==> src/core/flash_host_regs.svh <==
`ifndef FLASH_HOST_REGS_SVH
`define FLASH_HOST_REGS_SVH

// ----------------------------------------------------------------------
// Clock and pulse timing
// ----------------------------------------------------------------------
`define CLK_PERIOD_NS    4
`define PROG_PULSE_NS    10000
`define PROG_PULSE_CYC   ((`PROG_PULSE_NS + `CLK_PERIOD_NS - 1) / `CLK_PERIOD_NS)
`define ERASE_PULSE_NS   10000000
`define ERASE_PULSE_CYC  ((`ERASE_PULSE_NS + `CLK_PERIOD_NS - 1) / `CLK_PERIOD_NS)
`define VPP_SETTLE_NS    1000
`define VPP_SETTLE_CYC   ((`VPP_SETTLE_NS + `CLK_PERIOD_NS - 1) / `CLK_PERIOD_NS)
`define STROBE_NS        100
`define STROBE_CYC       ((`STROBE_NS + `CLK_PERIOD_NS - 1) / `CLK_PERIOD_NS)
`define READ_NS          150
`define READ_CYC         ((`READ_NS + `CLK_PERIOD_NS - 1) / `CLK_PERIOD_NS)

// ----------------------------------------------------------------------
// Flow limits
// ----------------------------------------------------------------------
`define MAX_PROG_PULSES  25
`define ERASE_RETRY_MAX  1000

// ----------------------------------------------------------------------
// Command codes and data patterns
// ----------------------------------------------------------------------
`define CMD_READ         8'h00
`define CMD_ERASE        8'h20
`define CMD_PROG_SETUP   8'h40
`define CMD_ERASE_VERIFY 8'hA0
`define CMD_PROG_VERIFY  8'hC0
`define ERASED_BYTE      8'hFF
`define PREPROG_BYTE     8'h00

`endif

==> src/core/flash_host_pkg.sv <==
package flash_host_pkg;

  typedef enum logic [1:0] {EG_IDLE, EG_SETUP, EG_STROBE, EG_HOLD} eng_state_t;

  typedef enum logic [1:0] {PH_PROG, PH_SCAN, PH_PREPROG, PH_ERASE} phase_t;

  typedef enum logic [3:0] {
    ST_IDLE, ST_VPP_ON, ST_SCAN_RD, ST_P_SETUP, ST_P_DATA, ST_P_PULSE,
    ST_P_VCMD, ST_P_READ, ST_E_SETUP, ST_E_GO, ST_E_PULSE, ST_E_VCMD,
    ST_E_READ, ST_FIN_CMD, ST_VPP_OFF, ST_DONE
  } flow_state_t;

endpackage

==> src/core/flash_cycle_if.sv <==
`timescale 1ns/100ps
interface flash_cycle_if #(
  parameter int ADDR_W = 18,
  parameter int CHIP_W = 1
);
  logic              req;
  logic              write;
  logic [ADDR_W-1:0] addr;
  logic [7:0]        wdata;
  logic [CHIP_W-1:0] chip;
  logic              ack;
  logic [7:0]        rdata;

  modport ctrl (output req, write, addr, wdata, chip, input ack, rdata);
  modport eng  (input req, write, addr, wdata, chip, output ack, rdata);
endinterface

==> src/core/pulse_timer.sv <==
`timescale 1ns/100ps
module pulse_timer #(
  parameter int W = 24
) (
  input  wire logic         ref_clk,
  input  wire logic         rst_n,
  input  wire logic         clk_en,
  input  wire logic         start,
  input  wire logic [W-1:0] len,
  output logic              done
);
  logic [W-1:0] cnt_q;
  logic         run_q;

  // A length of zero would wrap, so callers always load at least one cycle.
  always_ff @(posedge ref_clk) begin
    if (!rst_n) begin
      cnt_q <= '0;
      run_q <= 1'b0;
    end else if (clk_en) begin
      if (start) begin
        cnt_q <= len - W'(1);
        run_q <= 1'b1;
      end else if (run_q) begin
        if (cnt_q == '0) begin
          run_q <= 1'b0;
        end else begin
          cnt_q <= cnt_q - W'(1);
        end
      end
    end
  end

  assign done = run_q && (cnt_q == '0);
endmodule // pulse_timer

==> src/core/flash_bus_engine.sv <==
`timescale 1ns/100ps
`include "flash_host_regs.svh"
module flash_bus_engine
  import flash_host_pkg::*;
#(
  parameter int NUM_CHIPS = 1,
  parameter int ADDR_W    = 18,
  parameter int CHIP_W    = 1
) (
  input  wire logic          ref_clk,
  input  wire logic          rst_n,
  input  wire logic          clk_en,
  input  wire logic          supply_ok,
  flash_cycle_if.eng         cyc,
  input  wire logic [7:0]    flash_dq_in,
  output logic [NUM_CHIPS-1:0] flash_ce_n,
  output logic               flash_oe_n,
  output logic               flash_we_n,
  output logic [ADDR_W-1:0]  flash_addr,
  output logic [7:0]         flash_dq_out,
  output logic               flash_dq_oe
);
  eng_state_t state_q;
  logic [7:0] cnt_q;
  logic       wr_q;
  logic       start;
  logic [7:0] last_cnt;

  // ----------------------------------------------------------------------
  // Cycle sequencing
  // ----------------------------------------------------------------------
  // No new cycle starts while the supply is not stable; a cycle already started still strobes.
  assign start    = (state_q == EG_IDLE) && cyc.req && !cyc.ack && supply_ok;
  assign last_cnt = wr_q ? 8'(`STROBE_CYC - 1) : 8'(`READ_CYC - 1);

  always_ff @(posedge ref_clk) begin
    if (!rst_n) begin
      state_q <= EG_IDLE;
      cnt_q   <= 8'h00;
      wr_q    <= 1'b0;
      cyc.ack <= 1'b0;
      cyc.rdata <= 8'h00;
    end else if (clk_en) begin
      cyc.ack <= 1'b0;
      unique case (state_q)
        EG_IDLE: if (start) begin
          state_q <= EG_SETUP;
          wr_q    <= cyc.write;
        end
        EG_SETUP: begin
          state_q <= EG_STROBE;
          cnt_q   <= 8'h00;
        end
        EG_STROBE: begin
          cnt_q <= cnt_q + 8'h01;
          if (cnt_q == last_cnt) begin
            state_q <= EG_HOLD;
            if (!wr_q) cyc.rdata <= flash_dq_in;
          end
        end
        EG_HOLD: begin
          state_q <= EG_IDLE;
          cyc.ack <= 1'b1;
        end
      endcase
    end
  end

  // ----------------------------------------------------------------------
  // Pins
  // ----------------------------------------------------------------------
  // Address and data are held for the whole cycle, so the device latches
  // the address on the falling strobe and the data on the rising one.
  always_ff @(posedge ref_clk) begin
    if (!rst_n) begin
      flash_we_n   <= 1'b1;
      flash_oe_n   <= 1'b1;
      flash_addr   <= '0;
      flash_dq_out <= 8'h00;
      flash_dq_oe  <= 1'b0;
    end else if (clk_en) begin
      if (start) begin
        flash_addr   <= cyc.addr;
        flash_dq_out <= cyc.wdata;
        flash_dq_oe  <= cyc.write;
      end else if (state_q == EG_SETUP) begin
        flash_we_n <= !wr_q;
        flash_oe_n <= wr_q;
      end else if (state_q == EG_STROBE && cnt_q == last_cnt) begin
        flash_we_n <= 1'b1;
        flash_oe_n <= 1'b1;
      end else if (state_q == EG_HOLD) begin
        flash_dq_oe <= 1'b0;
      end
    end
  end

  // Each chip select is decoded from the chip index; the read strobe is shared.
  for (genvar i = 0; i < NUM_CHIPS; i++) begin : g_ce
    always_ff @(posedge ref_clk) begin
      if (!rst_n) begin
        flash_ce_n[i] <= 1'b1;
      end else if (clk_en) begin
        if (start) begin
          flash_ce_n[i] <= (cyc.chip != CHIP_W'(i));
        end else if (state_q == EG_HOLD) begin
          flash_ce_n[i] <= 1'b1;
        end
      end
    end
  end
endmodule // flash_bus_engine

==> src/core/flash_host_ctrl.sv <==
// Functional notes
// - Each program pulse lasts ten microseconds.
// - Verify the byte after every program pulse.
// - At most 25 pulses per byte.
// - Program supply stays on through each loop.
// - Preprogram every byte to zero before erase.
// - Scan first; all-erased part skips erasure.
// - Issue first erase after preprogramming ends.
// - Erase verify from zero until fail or end.
// - Resume erase verify from the failed address.
// - Program verify only after a program pulse.
// - Erase verify only after an erase pulse.
// - No strobes while supply is unstable; only new bus cycles are held off, one already started completes.
// - Decode chip selects, share the read strobe.
// - Program setup code, then address and data write.
// - Program verify code ends the pulse.
// - Erase code twice starts the erase pulse.
// - Erase verify code with address ends erase.
`timescale 1ns/100ps
`include "flash_host_regs.svh"
module flash_host_ctrl
  import flash_host_pkg::*;
#(
  parameter int NUM_CHIPS       = 1,
  parameter int ADDR_W          = 18,
  parameter int TMR_W           = 24,
  parameter int ERASE_PULSE_CYC = `ERASE_PULSE_CYC,
  parameter int ERASE_RETRY_MAX = `ERASE_RETRY_MAX,
  localparam int CHIP_W         = (NUM_CHIPS > 1) ? $clog2(NUM_CHIPS) : 1
) (
  input  wire logic                 ref_clk,
  input  wire logic                 rst_n,
  input  wire logic                 clk_en,
  input  wire logic                 cmd_start,
  input  wire logic                 cmd_erase,
  input  wire logic [CHIP_W-1:0]    cmd_chip,
  input  wire logic [ADDR_W-1:0]    cmd_addr,
  input  wire logic [7:0]           cmd_data,
  input  wire logic                 supply_ok,
  input  wire logic [7:0]           flash_dq_in,
  output logic                      busy,
  output logic                      done,
  output logic                      fail,
  output logic [ADDR_W-1:0]         fail_addr,
  output logic                      vpp_en,
  output logic [NUM_CHIPS-1:0]      flash_ce_n,
  output logic                      flash_oe_n,
  output logic                      flash_we_n,
  output logic [ADDR_W-1:0]         flash_addr,
  output logic [7:0]                flash_dq_out,
  output logic                      flash_dq_oe
);
  localparam int PROG_CYC  = `PROG_PULSE_CYC;
  localparam int MAX_PULSE = `MAX_PROG_PULSES;

  flow_state_t       state_q, state_d;
  phase_t            phase_q;
  logic [ADDR_W-1:0] addr_q;
  logic [7:0]        data_q;
  logic [CHIP_W-1:0] chip_q;
  logic [4:0]        pulse_cnt_q;
  logic [15:0]       erase_cnt_q;
  logic              req_q;
  logic              bus_state;
  logic              last_addr;
  logic              tmr_start;
  logic              tmr_done;
  logic [TMR_W-1:0]  tmr_len;
  logic [7:0]        target;
  logic              rd_match;
  logic              give_up;
  logic [15:0]       pulse_len_q;
  logic [7:0]        last_cmd_q;

  flash_cycle_if #(.ADDR_W(ADDR_W), .CHIP_W(CHIP_W)) cyc ();

  // ----------------------------------------------------------------------
  // Submodules
  // ----------------------------------------------------------------------
  flash_bus_engine #(
    .NUM_CHIPS (NUM_CHIPS),
    .ADDR_W    (ADDR_W),
    .CHIP_W    (CHIP_W)
  ) u_engine (
    .ref_clk      (ref_clk),
    .rst_n        (rst_n),
    .clk_en       (clk_en),
    .supply_ok    (supply_ok),
    .cyc          (cyc.eng),
    .flash_dq_in  (flash_dq_in),
    .flash_ce_n   (flash_ce_n),
    .flash_oe_n   (flash_oe_n),
    .flash_we_n   (flash_we_n),
    .flash_addr   (flash_addr),
    .flash_dq_out (flash_dq_out),
    .flash_dq_oe  (flash_dq_oe)
  );

  // The device has no clock, so every pulse is counted here.
  pulse_timer #(.W(TMR_W)) u_timer (
    .ref_clk (ref_clk),
    .rst_n   (rst_n),
    .clk_en  (clk_en),
    .start   (tmr_start),
    .len     (tmr_len),
    .done    (tmr_done)
  );

  // ----------------------------------------------------------------------
  // Flow sequencing
  // ----------------------------------------------------------------------
  assign last_addr = &addr_q;
  assign target    = (phase_q == PH_PREPROG) ? `PREPROG_BYTE : data_q;
  assign rd_match  = (cyc.rdata == target);
  assign give_up   = (pulse_cnt_q == 5'(MAX_PULSE));

  always_comb begin
    state_d = state_q;
    unique case (state_q)
      ST_IDLE:    if (cmd_start && supply_ok) state_d = ST_VPP_ON;
      ST_VPP_ON:  if (tmr_done) state_d = (phase_q == PH_SCAN) ? ST_SCAN_RD : ST_P_SETUP;
      ST_SCAN_RD: if (cyc.ack) begin
        if (cyc.rdata != `ERASED_BYTE) state_d = ST_P_SETUP;
        else if (last_addr) state_d = ST_FIN_CMD;
      end
      ST_P_SETUP: if (cyc.ack) state_d = ST_P_DATA;
      ST_P_DATA:  if (cyc.ack) state_d = ST_P_PULSE;
      ST_P_PULSE: if (tmr_done) state_d = ST_P_VCMD;
      ST_P_VCMD:  if (cyc.ack) state_d = ST_P_READ;
      ST_P_READ:  if (cyc.ack) begin
        if (!rd_match) state_d = give_up ? ST_FIN_CMD : ST_P_SETUP;
        else if (phase_q != PH_PREPROG) state_d = ST_FIN_CMD;
        else state_d = last_addr ? ST_E_SETUP : ST_P_SETUP;
      end
      ST_E_SETUP: if (cyc.ack) state_d = ST_E_GO;
      ST_E_GO:    if (cyc.ack) state_d = ST_E_PULSE;
      ST_E_PULSE: if (tmr_done) state_d = ST_E_VCMD;
      ST_E_VCMD:  if (cyc.ack) state_d = ST_E_READ;
      ST_E_READ:  if (cyc.ack) begin
        if (cyc.rdata == `ERASED_BYTE) state_d = last_addr ? ST_FIN_CMD : ST_E_VCMD;
        else if (erase_cnt_q == 16'(ERASE_RETRY_MAX - 1)) state_d = ST_FIN_CMD;
        else state_d = ST_E_SETUP;
      end
      ST_FIN_CMD: if (cyc.ack) state_d = ST_VPP_OFF;
      ST_VPP_OFF: if (tmr_done) state_d = ST_DONE;
      ST_DONE:    state_d = ST_IDLE;
    endcase
  end

  always_ff @(posedge ref_clk) begin
    if (!rst_n) begin
      state_q <= ST_IDLE;
      phase_q <= PH_PROG;
    end else if (clk_en) begin
      state_q <= state_d;
      if (state_q == ST_IDLE && state_d == ST_VPP_ON) begin
        phase_q <= cmd_erase ? PH_SCAN : PH_PROG;
      end else if (state_q == ST_SCAN_RD && state_d == ST_P_SETUP) begin
        phase_q <= PH_PREPROG;
      end else if (state_q == ST_P_READ && state_d == ST_E_SETUP) begin
        phase_q <= PH_ERASE;
      end
    end
  end

  // The settle wait and both pulses share one timer; they never overlap.
  assign tmr_start = (state_d != state_q) && (state_d == ST_VPP_ON || state_d == ST_VPP_OFF ||
                     state_d == ST_P_PULSE || state_d == ST_E_PULSE);
  always_comb begin
    if (state_d == ST_P_PULSE) tmr_len = TMR_W'(PROG_CYC);
    else if (state_d == ST_E_PULSE) tmr_len = TMR_W'(ERASE_PULSE_CYC);
    else tmr_len = TMR_W'(`VPP_SETTLE_CYC);
  end

  // ----------------------------------------------------------------------
  // Address, data and retry counters
  // ----------------------------------------------------------------------
  always_ff @(posedge ref_clk) begin
    if (!rst_n) begin
      addr_q <= '0;
      data_q <= 8'h00;
      chip_q <= '0;
    end else if (clk_en) begin
      if (state_q == ST_IDLE && state_d == ST_VPP_ON) begin
        addr_q <= cmd_erase ? '0 : cmd_addr;
        data_q <= cmd_data;
        chip_q <= cmd_chip;
      end else if (cyc.ack) begin
        if (state_q == ST_SCAN_RD && cyc.rdata != `ERASED_BYTE) begin
          addr_q <= '0;
        end else if ((state_q == ST_SCAN_RD || state_q == ST_E_READ) &&
                     cyc.rdata == `ERASED_BYTE && !last_addr) begin
          addr_q <= addr_q + ADDR_W'(1);
        end else if (state_q == ST_P_READ && phase_q == PH_PREPROG && rd_match) begin
          addr_q <= addr_q + ADDR_W'(1);
        end
      end
    end
  end

  // Pulses are counted per byte, so the count clears whenever a byte passes.
  always_ff @(posedge ref_clk) begin
    if (!rst_n) begin
      pulse_cnt_q <= 5'h00;
      erase_cnt_q <= 16'h0000;
    end else if (clk_en) begin
      if (state_q == ST_IDLE) begin
        pulse_cnt_q <= 5'h00;
        erase_cnt_q <= 16'h0000;
      end else if (state_q == ST_P_DATA && cyc.ack) begin
        pulse_cnt_q <= pulse_cnt_q + 5'h01;
      end else if (state_q == ST_P_READ && cyc.ack && rd_match) begin
        pulse_cnt_q <= 5'h00;
      end else if (state_q == ST_E_READ && cyc.ack && cyc.rdata != `ERASED_BYTE) begin
        erase_cnt_q <= erase_cnt_q + 16'h0001;
      end
    end
  end

  // ----------------------------------------------------------------------
  // Bus cycle requests
  // ----------------------------------------------------------------------
  always_comb begin
    bus_state  = 1'b1;
    cyc.write  = 1'b1;
    cyc.wdata  = `CMD_READ;
    cyc.addr   = addr_q;
    cyc.chip   = chip_q;
    unique case (state_q)
      ST_SCAN_RD, ST_P_READ, ST_E_READ: cyc.write = 1'b0;
      ST_P_SETUP: cyc.wdata = `CMD_PROG_SETUP;
      ST_P_DATA:  cyc.wdata = target;
      ST_P_VCMD:  cyc.wdata = `CMD_PROG_VERIFY;
      ST_E_SETUP, ST_E_GO: cyc.wdata = `CMD_ERASE;
      ST_E_VCMD:  cyc.wdata = `CMD_ERASE_VERIFY;
      ST_FIN_CMD: cyc.wdata = `CMD_READ;
      default:    bus_state = 1'b0;
    endcase
  end

  always_ff @(posedge ref_clk) begin
    if (!rst_n) begin
      req_q      <= 1'b0;
      last_cmd_q <= `CMD_READ;
    end else if (clk_en) begin
      if (cyc.ack) begin
        req_q <= 1'b0;
        if (cyc.write) last_cmd_q <= cyc.wdata;
      end else if (bus_state) begin
        req_q <= 1'b1;
      end
    end
  end
  assign cyc.req = req_q;

  // ----------------------------------------------------------------------
  // Status and supply outputs
  // ----------------------------------------------------------------------
  // The supply rises before the first command and falls only after read
  // mode is restored, so no pulse or verify ever runs without it.
  always_ff @(posedge ref_clk) begin
    if (!rst_n) begin
      busy      <= 1'b0;
      done      <= 1'b0;
      fail      <= 1'b0;
      fail_addr <= '0;
      vpp_en    <= 1'b0;
    end else if (clk_en) begin
      busy   <= (state_d != ST_IDLE);
      done   <= (state_d == ST_DONE);
      vpp_en <= !(state_d inside {ST_IDLE, ST_VPP_OFF, ST_DONE});
      if (state_q == ST_IDLE && state_d == ST_VPP_ON) begin
        fail <= 1'b0;
      end else if (state_d == ST_FIN_CMD && state_q inside {ST_P_READ, ST_E_READ} &&
                   cyc.rdata != ((state_q == ST_P_READ) ? target : `ERASED_BYTE)) begin
        fail      <= 1'b1;
        fail_addr <= addr_q;
      end
    end
  end

  // ----------------------------------------------------------------------
  // Checks
  // ----------------------------------------------------------------------
  always_ff @(posedge ref_clk) begin
    if (!rst_n) begin
      pulse_len_q <= 16'h0000;
    end else if (clk_en) begin
      pulse_len_q <= (state_q == ST_P_PULSE) ? pulse_len_q + 16'h0001 : 16'h0000;
    end
  end
endmodule // flash_host_ctrl

==> config.mk <==
export PLATFORM = sky130hd
export DESIGN_NAME = flash_host_ctrl
export DESIGN_NICKNAME = d
export VERILOG_FILES = /design/src/core/flash_host_pkg.sv /design/src/core/flash_cycle_if.sv /design/src/core/pulse_timer.sv /design/src/core/flash_bus_engine.sv /design/src/core/flash_host_ctrl.sv
export VERILOG_INCLUDE_DIRS = /design/src /design/src/core
export SDC_FILE = /design/constraint.sdc
export NUM_CORES = 1
export LEC_CHECK = 0
export ABC_AREA = 1
export BUFFER_PORTS_ARGS = -buffer_cell sky130_fd_sc_hd__buf_2
export CORE_ASPECT_RATIO = 2
export CORE_UTILIZATION = 60
export CTS_CLUSTER_DIAMETER = 50
export CTS_CLUSTER_SIZE = 10
export DETAILED_ROUTE_END_ITERATION = 16
export GPL_ROUTABILITY_DRIVEN = 0
export PLACE_DENSITY_LB_ADDON = 0.3
export SYNTH_ARGS = -nofsm -noshare
export SYNTH_HDL_FRONTEND = slang
export SYNTH_HIERARCHICAL = 1
export SYNTH_SLANG_ARGS = --single-unit
==> constraint.sdc <==
create_clock -name ref_clk -period 4.04 [get_ports ref_clk]
set_input_delay 0.202 -clock ref_clk [delete_from_list [all_inputs] [get_ports ref_clk]]
set_output_delay 0.202 -clock ref_clk [all_outputs]
set_load 0.03 [all_outputs]
[Yosys cells after proc, flatten, opt, wreduce, memory -nomap -nowiden]
Cells that the tools add are included.
Operators by class
  equality and inequality tests: 44
  reductions and logical operators: 69
  shift-type cells: 0
  muxes and demuxes: 75
  divide/modulo/power cells: 0
  $lt $le $gt $ge: 0
  add/subtract/negate cells: 6
  multiply operators: 0
  bitwise gates (word level): 3
Operators with widths (count)
  two-way mux 18 bit: 6
  two-way mux 4 bit: 21
  two-way mux 24 bit: 3
  two-way mux 16 bit: 4
  case mux 4 bit (16 select lines): 1
  == test 4 bit (second input constant): 13
  two-way mux 22 bit: 2
  case mux 8 bit (5 select lines): 1
  zero test 24 bit: 1
  subtractor 24 x 1 -> 24 bit (second input constant): 1
  subtractor 22 x 1 -> 23 bit (second input constant): 1
  logical AND 1 bit: 22
  two-way mux 1 bit: 21
  == test 4 x 3 -> 1 bit (second input constant): 5
  adder 18 x 1 -> 18 bit (second input constant): 1
  AND reduction 18 bit: 1
  AND reduction 3 bit: 6
  nonzero test 2 bit: 9
  adder 16 x 1 -> 16 bit (second input constant): 1
  == test 16 x 10 -> 1 bit (second input constant): 1
  == test 8 bit: 2
  two-way mux 8 bit: 2
  case mux 8 bit (2 select lines): 1
  AND reduction 2 bit: 8
  other kinds (29): 63
Storage, ports and cells
  logic and storage cells: 223
  bits in latches: 0
  ROM bits: 0
  RAM bits: 0
  bits in registers: 152
  memories kept: 0

[Depth between registers and ports, before layout]
Gate-level depths: netlist of run 1.
  word-level depth: 13
  mapped depth: 33
  gate-level depth less buffers: 32

[By module]
The synthesis of run 1 kept the hierarchy.
By module, submodules not included
  flash_host_ctrl: times used 1, sequential area each 1541.5 µm², area an instance 4583.1 µm², cells an instance 708
  pulse_timer: times used 1, sequential area each 500.5 µm², area an instance 2344.7 µm², cells an instance 450
  flash_bus_engine: times used 1, sequential area each 1001.0 µm², area an instance 2110.8 µm², cells an instance 281

[Worst setup path before layout of run 1]
OpenSTA, ideal clock, no wires.
  path kind: reg2reg
  from: register addr_q[0]
  to: register u_timer.cnt_q[8]
  buffers on the path: 1
  setup time: 0.071 ns
  data arrival time: 3.497 ns
  slack: 0.473 ns
  cell stages (with the launch flop): 31
  cell sequence: dfxtp_1 -> ha_1 -> nand2_1 -> nor2_2 -> nand2_4 -> nor2_1 -> nand3_1 -> nor2_1 -> nand2_1 -> nand2_1 -> nand2_1 -> nand2_1 -> nand2_1 -> nand2_2 -> nand2_1 -> nor2_1 -> inv_1 -> nand2_1 -> nor2_1 -> nor2_1 -> inv_2 -> buf_6 -> nand2_1 -> nand2_1 -> ha_1 -> nand2_1 -> nor2_1 -> nand2_1 -> xor2_1 -> nand2_1 -> a21oi_1
RTL lines
  from (decl): RTL line flash_host_ctrl.sv:58  | logic [ADDR_W-1:0] addr_q;
  from (signal assigned): RTL line flash_host_ctrl.sv:185  | addr_q <= cmd_erase ? '0 : cmd_addr;
  from (signal assigned): RTL line flash_host_ctrl.sv:193  | addr_q <= addr_q + ADDR_W'(1);
  from (signal assigned): RTL line flash_host_ctrl.sv:195  | addr_q <= addr_q + ADDR_W'(1);
  AND reduction 18 bit (*): RTL line flash_host_ctrl.sv:112  | assign last_addr = &addr_q;
  two-way mux 4 bit: RTL line flash_host_ctrl.sv:133  | else state_d = last_addr ? ST_E_SETUP : ST_P_SETUP;
  two-way mux 4 bit: RTL line flash_host_ctrl.sv:132  | else if (phase_q != PH_PREPROG) state_d = ST_FIN_CMD;
  two-way mux 4 bit: RTL line flash_host_ctrl.sv:131  | if (!rd_match) state_d = give_up ? ST_FIN_CMD : ST_P_SETUP;
  two-way mux 4 bit: RTL line flash_host_ctrl.sv:130  | ST_P_READ: if (cyc.ack) begin
  case mux 4 bit (16 select lines) (*): RTL line flash_host_ctrl.sv:119  | unique case (state_q)
  == test 4 bit: RTL line flash_host_ctrl.sv:171  | else if (state_d == ST_E_PULSE) tmr_len = TMR_W'(ERASE_PULSE_CYC);
  two-way mux 22 bit: RTL line flash_host_ctrl.sv:171
  two-way mux 22 bit (*): RTL line flash_host_ctrl.sv:170  | if (state_d == ST_P_PULSE) tmr_len = TMR_W'(PROG_CYC);
  net tmr_len[6]: RTL line flash_host_ctrl.sv:68  | logic [TMR_W-1:0] tmr_len;
  subtractor 22 x 1 -> 23 bit (*): RTL line pulse_timer.sv:22  | cnt_q <= len - W'(1);
  two-way mux 24 bit (*): RTL line pulse_timer.sv:21  | if (start) begin
  to (signal assigned): RTL line pulse_timer.sv:22
  to (signal assigned): RTL line pulse_timer.sv:28  | cnt_q <= cnt_q - W'(1);
  to (decl): RTL line pulse_timer.sv:12  | logic [W-1:0] cnt_q;
Mark *: on every way through the listed nets, which the timed path passes. The rest lies on a longest branch.
A chain may end at the register's enable or synchronous reset.

[Final worst setup path of run 1]
  from: register u_timer.cnt_q[15]
  to: register u_timer.cnt_q[11]
Between the ends
  longest elaborated chain between the ends: 11
Ends and longest elaborated chain
  zero test 24 bit (*): RTL line pulse_timer.sv:34  | assign done = run_q && (cnt_q == '0);
  logical AND 1 bit (*): RTL line pulse_timer.sv:34
  net tmr_done: RTL line flash_host_ctrl.sv:67  | logic tmr_done;
  two-way mux 4 bit (on tied branches)
  case mux 4 bit (16 select lines) (*): RTL line flash_host_ctrl.sv:119
  == test 4 x 1 -> 1 bit or == test 4 bit (tied branches): RTL line flash_host_ctrl.sv:167  | assign tmr_start = (state_d != state_q) && (state_d == ST_VPP_ON || state_d == ST_VPP_OFF ||
  logical OR 1 bit (2 in series): RTL line flash_host_ctrl.sv:167
  logical OR 1 bit: RTL line flash_host_ctrl.sv:168  | state_d == ST_P_PULSE || state_d == ST_E_PULSE);
  logical AND 1 bit (*): RTL line flash_host_ctrl.sv:167
  net tmr_start: RTL line flash_host_ctrl.sv:66  | logic tmr_start;
  != test 2 bit (no source line) or nonzero test 2 bit (tied branches)
  AND reduction 3 bit (no source line)
Marked as above.

==> impl_results.md, run 1 <==
- Status: complete, no violations
- Initial Util: 61.32%
- Worst Setup End Kind: flop
- Vias in the first global route: roughly 9600
- Root Buffer: clkbuf_16
- Hold depth: 3
- Leading area contributor after synthesis: dfxtp_1
- CTS sink cnt: 152
- Power share of the sequential group: 30.9%
- R2R depth: 29
- Crit share post-route: 97.07%
- Post-DP HPWL: roughly 20000 µm
- Worst-case register-to-register setup slack: approximately 0.12 ns
- Setup Slack @ Placement: ~0.021 ns
- Top cells by count, synth: nand2_1 (391), inv_1 (177), nor2_1 (158)
- Distinct cells, synth: 49
- Final Hold Fails: 0
- R2R Path End: u_timer/cnt_q[11]$_SDFFE_PN0P_
- Total length of routed wires: 28370 µm
- Die Y: between 150 and 200 µm
- Vias: roughly 9900
- Largest net degree at the start of global routing: 35
- Core ar.: between 10000 and 15000 µm²
- Overall Power: about 5.4 mW
- Worst EP required: around 4.4 ns
- Clk_skew: between 0.01 and 0.015 ns
- Endpoint, Worst Hold: addr_q[5]$_SDFFE_PN0P_
- Rows: 63
- Slew HR: between 30% and 40%
- MaxCap Viol Count: 0
- Switching fraction of total power: about 39%
- Antenna Cells: 0
- Detail Route Antenna Nets: 0
- Drt via density: approximately 5.6
- Gr ovfl total: 0
- CP max stage delay: 0.34 ns
- Count leader, synth: nand2_1
- Final setup fails: 0
- Post-synth EDFFs: 0
- Synth top area share: between 30 and 40%
- # IOs: 93
- Nets@finish: ~1600
- Worst setup SP type: flop
- Switching pwr: approximately 2.1 mW
- Cell mode on critical path: nand2_1
- Syn Area/Cell: 6.281 µm²
- Reg-to-reg startpoint: u_timer/cnt_q[15]$_SDFFE_PN0P_
- First-pass GRT wire length: between 40000 and 50000 µm
- Final Max Slew Viols: 0
- Synth warnings: 6
- DR iter-0 viols: about 660
- Clock latency at the later pin of the worst-skew pair: ~0.44 ns
- Pwr dens: 506.6 nW/µm²
- Total GRT Usage: between 30% and 40%
- H-tree levels: 4
- Gate power share: 37.2%
- Die area: ~16000 µm²
- Leak: just under 5 nW
- Layout cell share with drive strength beyond 1: between 10% and 20%
- Die W: 88.79 µm
- Hold_ws: roughly 0.0094 ns
- Maximum clock rate: approximately 250 MHz
- Crit Path Max Fanout: 29
- WL/cell: roughly 16 µm
- Length of the first detailed-routing pass in iterations: 6
- Hold Path Class: in2reg
- Synth Instances: around 1400
- Top FF cell, synth: dfxtp_1
- Internal Pwr Total: between 3 and 4 mW
- DRC: 0
- Worst vdd ir: 0.3555 mV
- Worst EP arrival: approximately 4.3 ns
- Largest cells by area after synthesis: dfxtp_1 (34%), nand2_1 (16%), inv_1 (7.4%)
- Register area share after synthesis: between 30% and 40%
- CTS clk-pin slew, worst paths: around 0.07 ns
- Synth async-reset ratio: 0%
- Synthesis-stage register bit count: between 150 and 200
- Cell Area, Synth: between 9000 and 10000 µm²
- Minimum clock period: roughly 3.9 ns
- Clk pwr share: between 30 and 40%
- Slew @ Worst Pin: between 0.9 and 1 ns
- Worst path slowest cell: dfxtp_2
- CTS buffer count: 17
- Max Buffers Root-to-Sink: 2
- CTS tree: done
- Kind of critical path: reg2reg
- Initial antenna violation count: 0
- Layout area overhead: 17.82%
- Setup WS post-layout: approximately 0.12 ns
- Number of buffers added on ports: between 90 and 100
- Hold_sp: cmd_addr[5]
==> worst max-delay path by stage <==
stage | slack (ns) | start | endpoint
6_report | 0.12 | u_timer/cnt_q[15]$_SDFFE_PN0P_ | u_timer/cnt_q[11]$_SDFFE_PN0P_
5_1_grt | -0.27 | u_timer/cnt_q[15]$_SDFFE_PN0P_ | u_timer/cnt_q[19]$_SDFFE_PN0P_
4_1_cts | 0.11 | addr_q[1]$_SDFFE_PN0P_ | u_timer/cnt_q[21]$_SDFFE_PN0P_
3_5_place_dp | 0.02 | addr_q[1]$_SDFFE_PN0P_ | u_timer/cnt_q[21]$_SDFFE_PN0P_
3_3_place_gp | 0.12 | addr_q[1]$_SDFFE_PN0P_ | u_timer/cnt_q[21]$_SDFFE_PN0P_
2_1_floorplan | 0.47 | addr_q[0]$_SDFFE_PN0P_ | u_timer/cnt_q[8]$_SDFFE_PN0P_
==> metrics by stage <==
step	TNS, ns	util, %	area [µm²]	std cells
after floorplan	0	-	9091	1453
after global placement	0	66.23	9762	1722
after detailed placement	0	66.23	9762	1722
after CTS	0	70.71	10420	1756
after global routing	-3.826	72.24	10650	1765
final	0	72.24	10650	1765
==> layout make-up <==
class | instances | area (µm²)
multi-input combinational | 1068 | 5187
fill | 1257 | 4091
sequential | 152 | 3052
timing repair buffer | 137 | 847.1
inverter | 181 | 679.4
clock buffer | 22 | 474.2
tap | 195 | 244.0
clock inverter | 10 | 165.2
==> power by group through the flow <==
stage	Clock, mW	Combinational [mW]	Sequential, mW
after floorplan	0	1.31	1.68
after global placement	0	1.70	1.69
after detailed placement	0	1.72	1.69
after CTS	1.73	1.74	1.66
after global routing	1.80	2.22	1.68
final	1.72	2.00	1.67
==> registers in the layout, summed over array words and instances, names as in the netlist, 2 cells and up <==
register and flops:
addr_q 18, data_q 8, erase_cnt_q 16, fail_addr 18, phase_q 2, pulse_cnt_q 5
state_q 4, u_engine/cnt_q 8, u_engine/cyc.rdata 8, u_engine/flash_addr 18, u_engine/flash_dq_out 8, u_engine/state_q 2
u_timer/cnt_q 24
==> per-layer routing <==
layer	share of wire (%)	global-route usage, %	vias to the layer above
li1	-	-	4832
met1	32	34.17	4472
met2	52	66.03	446
met3	5.7	10.67	192
met4	9.9	36.69	0
met5	0	0	-
==> cells by family (layout without fill, tap and decap cells) <==
family          count (synthesis)  after routing  synth area share, %
compound gates                243            243                14.31
xor+xnor                       13             13                1.260
flops                         152            152                33.67
other cells                     2             16              0.08309
fa+ha+maj                      10             10                1.384
simple gates                  786            786                38.41
buf+inv                       233            350                10.88
==> worst max-delay path: cells and delay by family (launching register included) <==
family,cells,cell delay [ns]
AND/OR/NAND/NOR,19,2.38
AO/OA/AOI/OAI,4,0.42
buffers and inverters,6,0.71
flip-flops,1,0.34
==> what timing repair did <==
item | in CTS | in global routing
gates resized for setup | 1 | 49
endpoints found under the setup margin | 1 | 24
hold endpoints to repair | 2 | 1
hold buffers | 2 | 1
pin swaps | 0 | 13
buffers inserted | 0 | 8
==> placed cells by master, fill, tap and decap left out, types with 7 or more instances in the layout <==
master / instances
nand2_1: 384
inv_1: 175
dfxtp_1: 147
nor2_1: 140
a21oi_1: 120
nand3_1: 107
buf_2: 92
o21ai_0: 74
nor3_1: 39
buf_4: 38
nor2_2: 31
nand2_2: 25
o21ai_1: 17
clkbuf_16: 17
conb_1: 16
nand4_1: 13
xor2_1: 12
nor2_4: 10
ha_1: 9
a211oi_1: 8
nand3_2: 7
Power figures use the tool's default switching activity.
==> run 2, diff against run 1 <==
==> constraint.sdc (replaced) <==
create_clock -name ref_clk -period 4.1 [get_ports ref_clk]
set_input_delay 0.205 -clock ref_clk [delete_from_list [all_inputs] [get_ports ref_clk]]
set_output_delay 0.205 -clock ref_clk [all_outputs]
set_load 0.03 [all_outputs]
==> impl_results.md, run 2 (same netlist as run 1, synthesis figures left out) <==
- Max reg flops: 24 (unchanged)
- Final Max Slew Viols: 0 (unchanged)
- CTS tree: done
- Slew HR: 36.18% (+0.66 points)
- Die Y: 175.6 µm (unchanged)
- Root Buffer: clkbuf_16
- Final Cell Area: 10690 µm² (+0.38%)
- DRC: 0 (unchanged)
- # IOs: 93 (unchanged)
- Slew @ Worst Pin: 0.9492 ns (-0.01692 ns)
- First-pass GRT wire length: 44600 µm (-0.84%)
- Antenna Cells: 0 (unchanged)
- Commonest non-fill, non-tap cell in the layout: nand2_1
- Crit share post-route: 97.05% (about the same)
- Worst setup SP type: flop
- Final Hold Fails: 1 (+1)
- Layout area overhead: 18.26%
- Core ar.: 14740 µm² (unchanged)
- Die area: 15590 µm² (unchanged)
- Length of the first detailed-routing pass in iterations: 10 (+4)
- MaxCap Viol Count: 0 (unchanged)
- Commonest cells after routing, fill and taps aside: nand2_1 (384), inv_1 (177), dfxtp_1 (147), nor2_1 (138), a21oi_1 (120)
- Total GRT Usage: 37.84% (-0.51 points)
- WL/cell: 16.44 µm (+2.3%)
- Sum Neg Setup Slack: 0 ns (unchanged)
- Cell mode on critical path: nand2_1
- CTS clk-pin slew, worst paths: 0.07 ns (about the same)
- Vias: 10120 (+1.8%)
- Worst Setup End Kind: flop
- Die W: 88.79 µm (unchanged)
- Total length of routed wires: 28990 µm (+2.2%)
- Biggest register: u_timer/cnt_q
- Worst vdd ir: 0.3634 mV (+2.2%)
- CTS sink cnt: 152 (unchanged)
- Crit Path Max Fanout: 12 (-59%)
- Vias in the first global route: 9734 (+0.95%)
- Clk_skew: 0.009261 ns (-0.002877 ns)
- DR iter-0 viols: 735 (+11%)
- Detail Route Antenna Nets: 0 (unchanged)
- Hold Path Class: in2reg
- Maximum clock rate: 251.3 MHz (-1.4%)
- H-tree levels: 4 (unchanged)
- Pwr dens: 498.0 nW/µm² (-1.7%)
- Minimum clock period: 3.979 ns (+0.05737 ns)
- Post-DP HPWL: 20230 µm (-0.96%)
- Largest net degree at the start of global routing: 40 (+14%)
- Status: complete, but fails checks
- Nets@finish: 1607 (-0.062%)
- CP max stage delay: 0.36 ns (+0.02 ns)
- Initial Util: 61.32% (unchanged)
- Gr ovfl total: 0 (unchanged)
- Worst EP arrival: 4.32 ns (+0.02 ns)
- Max Buffers Root-to-Sink: 2 (unchanged)
- Worst path slowest cell: dfxtp_2
- Worst EP required: 4.44 ns (+0.02 ns)
- Final setup fails: 0 (unchanged)
- Hold_ws: -0.002722 ns (-0.01209 ns)
- Post-DP Area: 9749 µm² (-0.13%)
- Initial antenna violation count: 0 (unchanged)
- CTS buffer count: 17 (unchanged)
- Drt via density: 5.735 (+1.8%)
- Leak: 4.899 nW (+0.51%)
- Rows: 63 (unchanged)
- Layout cell share with drive strength beyond 1: 17.46% (+0.46 points)
- Clock latency at the later pin of the worst-skew pair: 0.44 ns (about the same)
- Failing checks: hold timing
- Number of buffers added on ports: 92 (unchanged)
- Kind of critical path: reg2reg
[run 2: per-layer routing]
metal  part of all wire [%]  wire [µm]  track usage (%)
met1                     31       9077            33.09
met3                    6.4       1853            9.633
met4                     11       3054            36.63
met2                     52      15010            66.25
met5                      0          0                0
[run 2: repair_timing]
item / CTS / global route
gates cloned: 0 / 2
pin swaps: 0 / 12
gates resized for setup: 1 / 64
buffers inserted: 0 / 8
endpoints found under the setup margin: 4 / 25
hold buffers: 0 / 0
[run 2: path summary, 6_finish.rpt]
check	from	to	slack, ns	cells after the start
worst max-delay path	u_timer/cnt_q[12]$_SDFFE_PN0P_	u_timer/cnt_q[16]$_SDFFE_PN0P_	0.12	31
worst min-delay path	flash_dq_in[7]	u_engine/cyc.rdata[7]$_SDFFE_PN0P_	-0.003	3
worst max register to register	u_timer/cnt_q[12]$_SDFFE_PN0P_	u_timer/cnt_q[16]$_SDFFE_PN0P_	0.12	31
worst min register to register	u_engine/flash_oe_n$_SDFFE_PN1P_	u_engine/flash_oe_n$_SDFFE_PN1P_	0.46	2
[run 2: cell type report]
type	count	area [µm²]
clock buffers	20	456.7
clock inverters	12	167.7
repair buffers	136	854.6
fillers	1221	4051
multi-input cells	1068	5230
well taps	195	244.0
flip-flops and latches	152	3052
inverters	181	684.4
[run 2: worst max-delay path: cells and delay by family, from the launching register on]
family | cells | cell delay, ns
AO/OA/AOI/OAI | 2 | 0.22
flip-flops | 1 | 0.36
buffers and inverters | 4 | 0.50
AND/OR/NAND/NOR | 25 | 2.76
[run 2: stage by stage]
stage	hold WS, ns	power [mW]	utilization, %	setup WS [ns]	std cells
after detailed placement	0.4420	3.349	66.14	-0.01224	1722
after global placement	0.4345	3.329	66.14	0.1097	1722
final	-0.002722	5.323	72.52	0.1209	1764
after floorplan	0.3254	2.939	-	0.5326	1453
after CTS	0.002677	4.992	70.40	0.006211	1754
after global routing	0.003136	5.606	72.52	-0.2153	1764
[run 2: power breakdown]
| group | switching [mW] | total (mW) | internal, mW |
|---|---|---|---|
| registers | 0.0731 | 1.64 | 1.56 |
| clock network | 0.663 | 1.66 | 0.999 |
| logic | 1.38 | 2.02 | 0.644 |
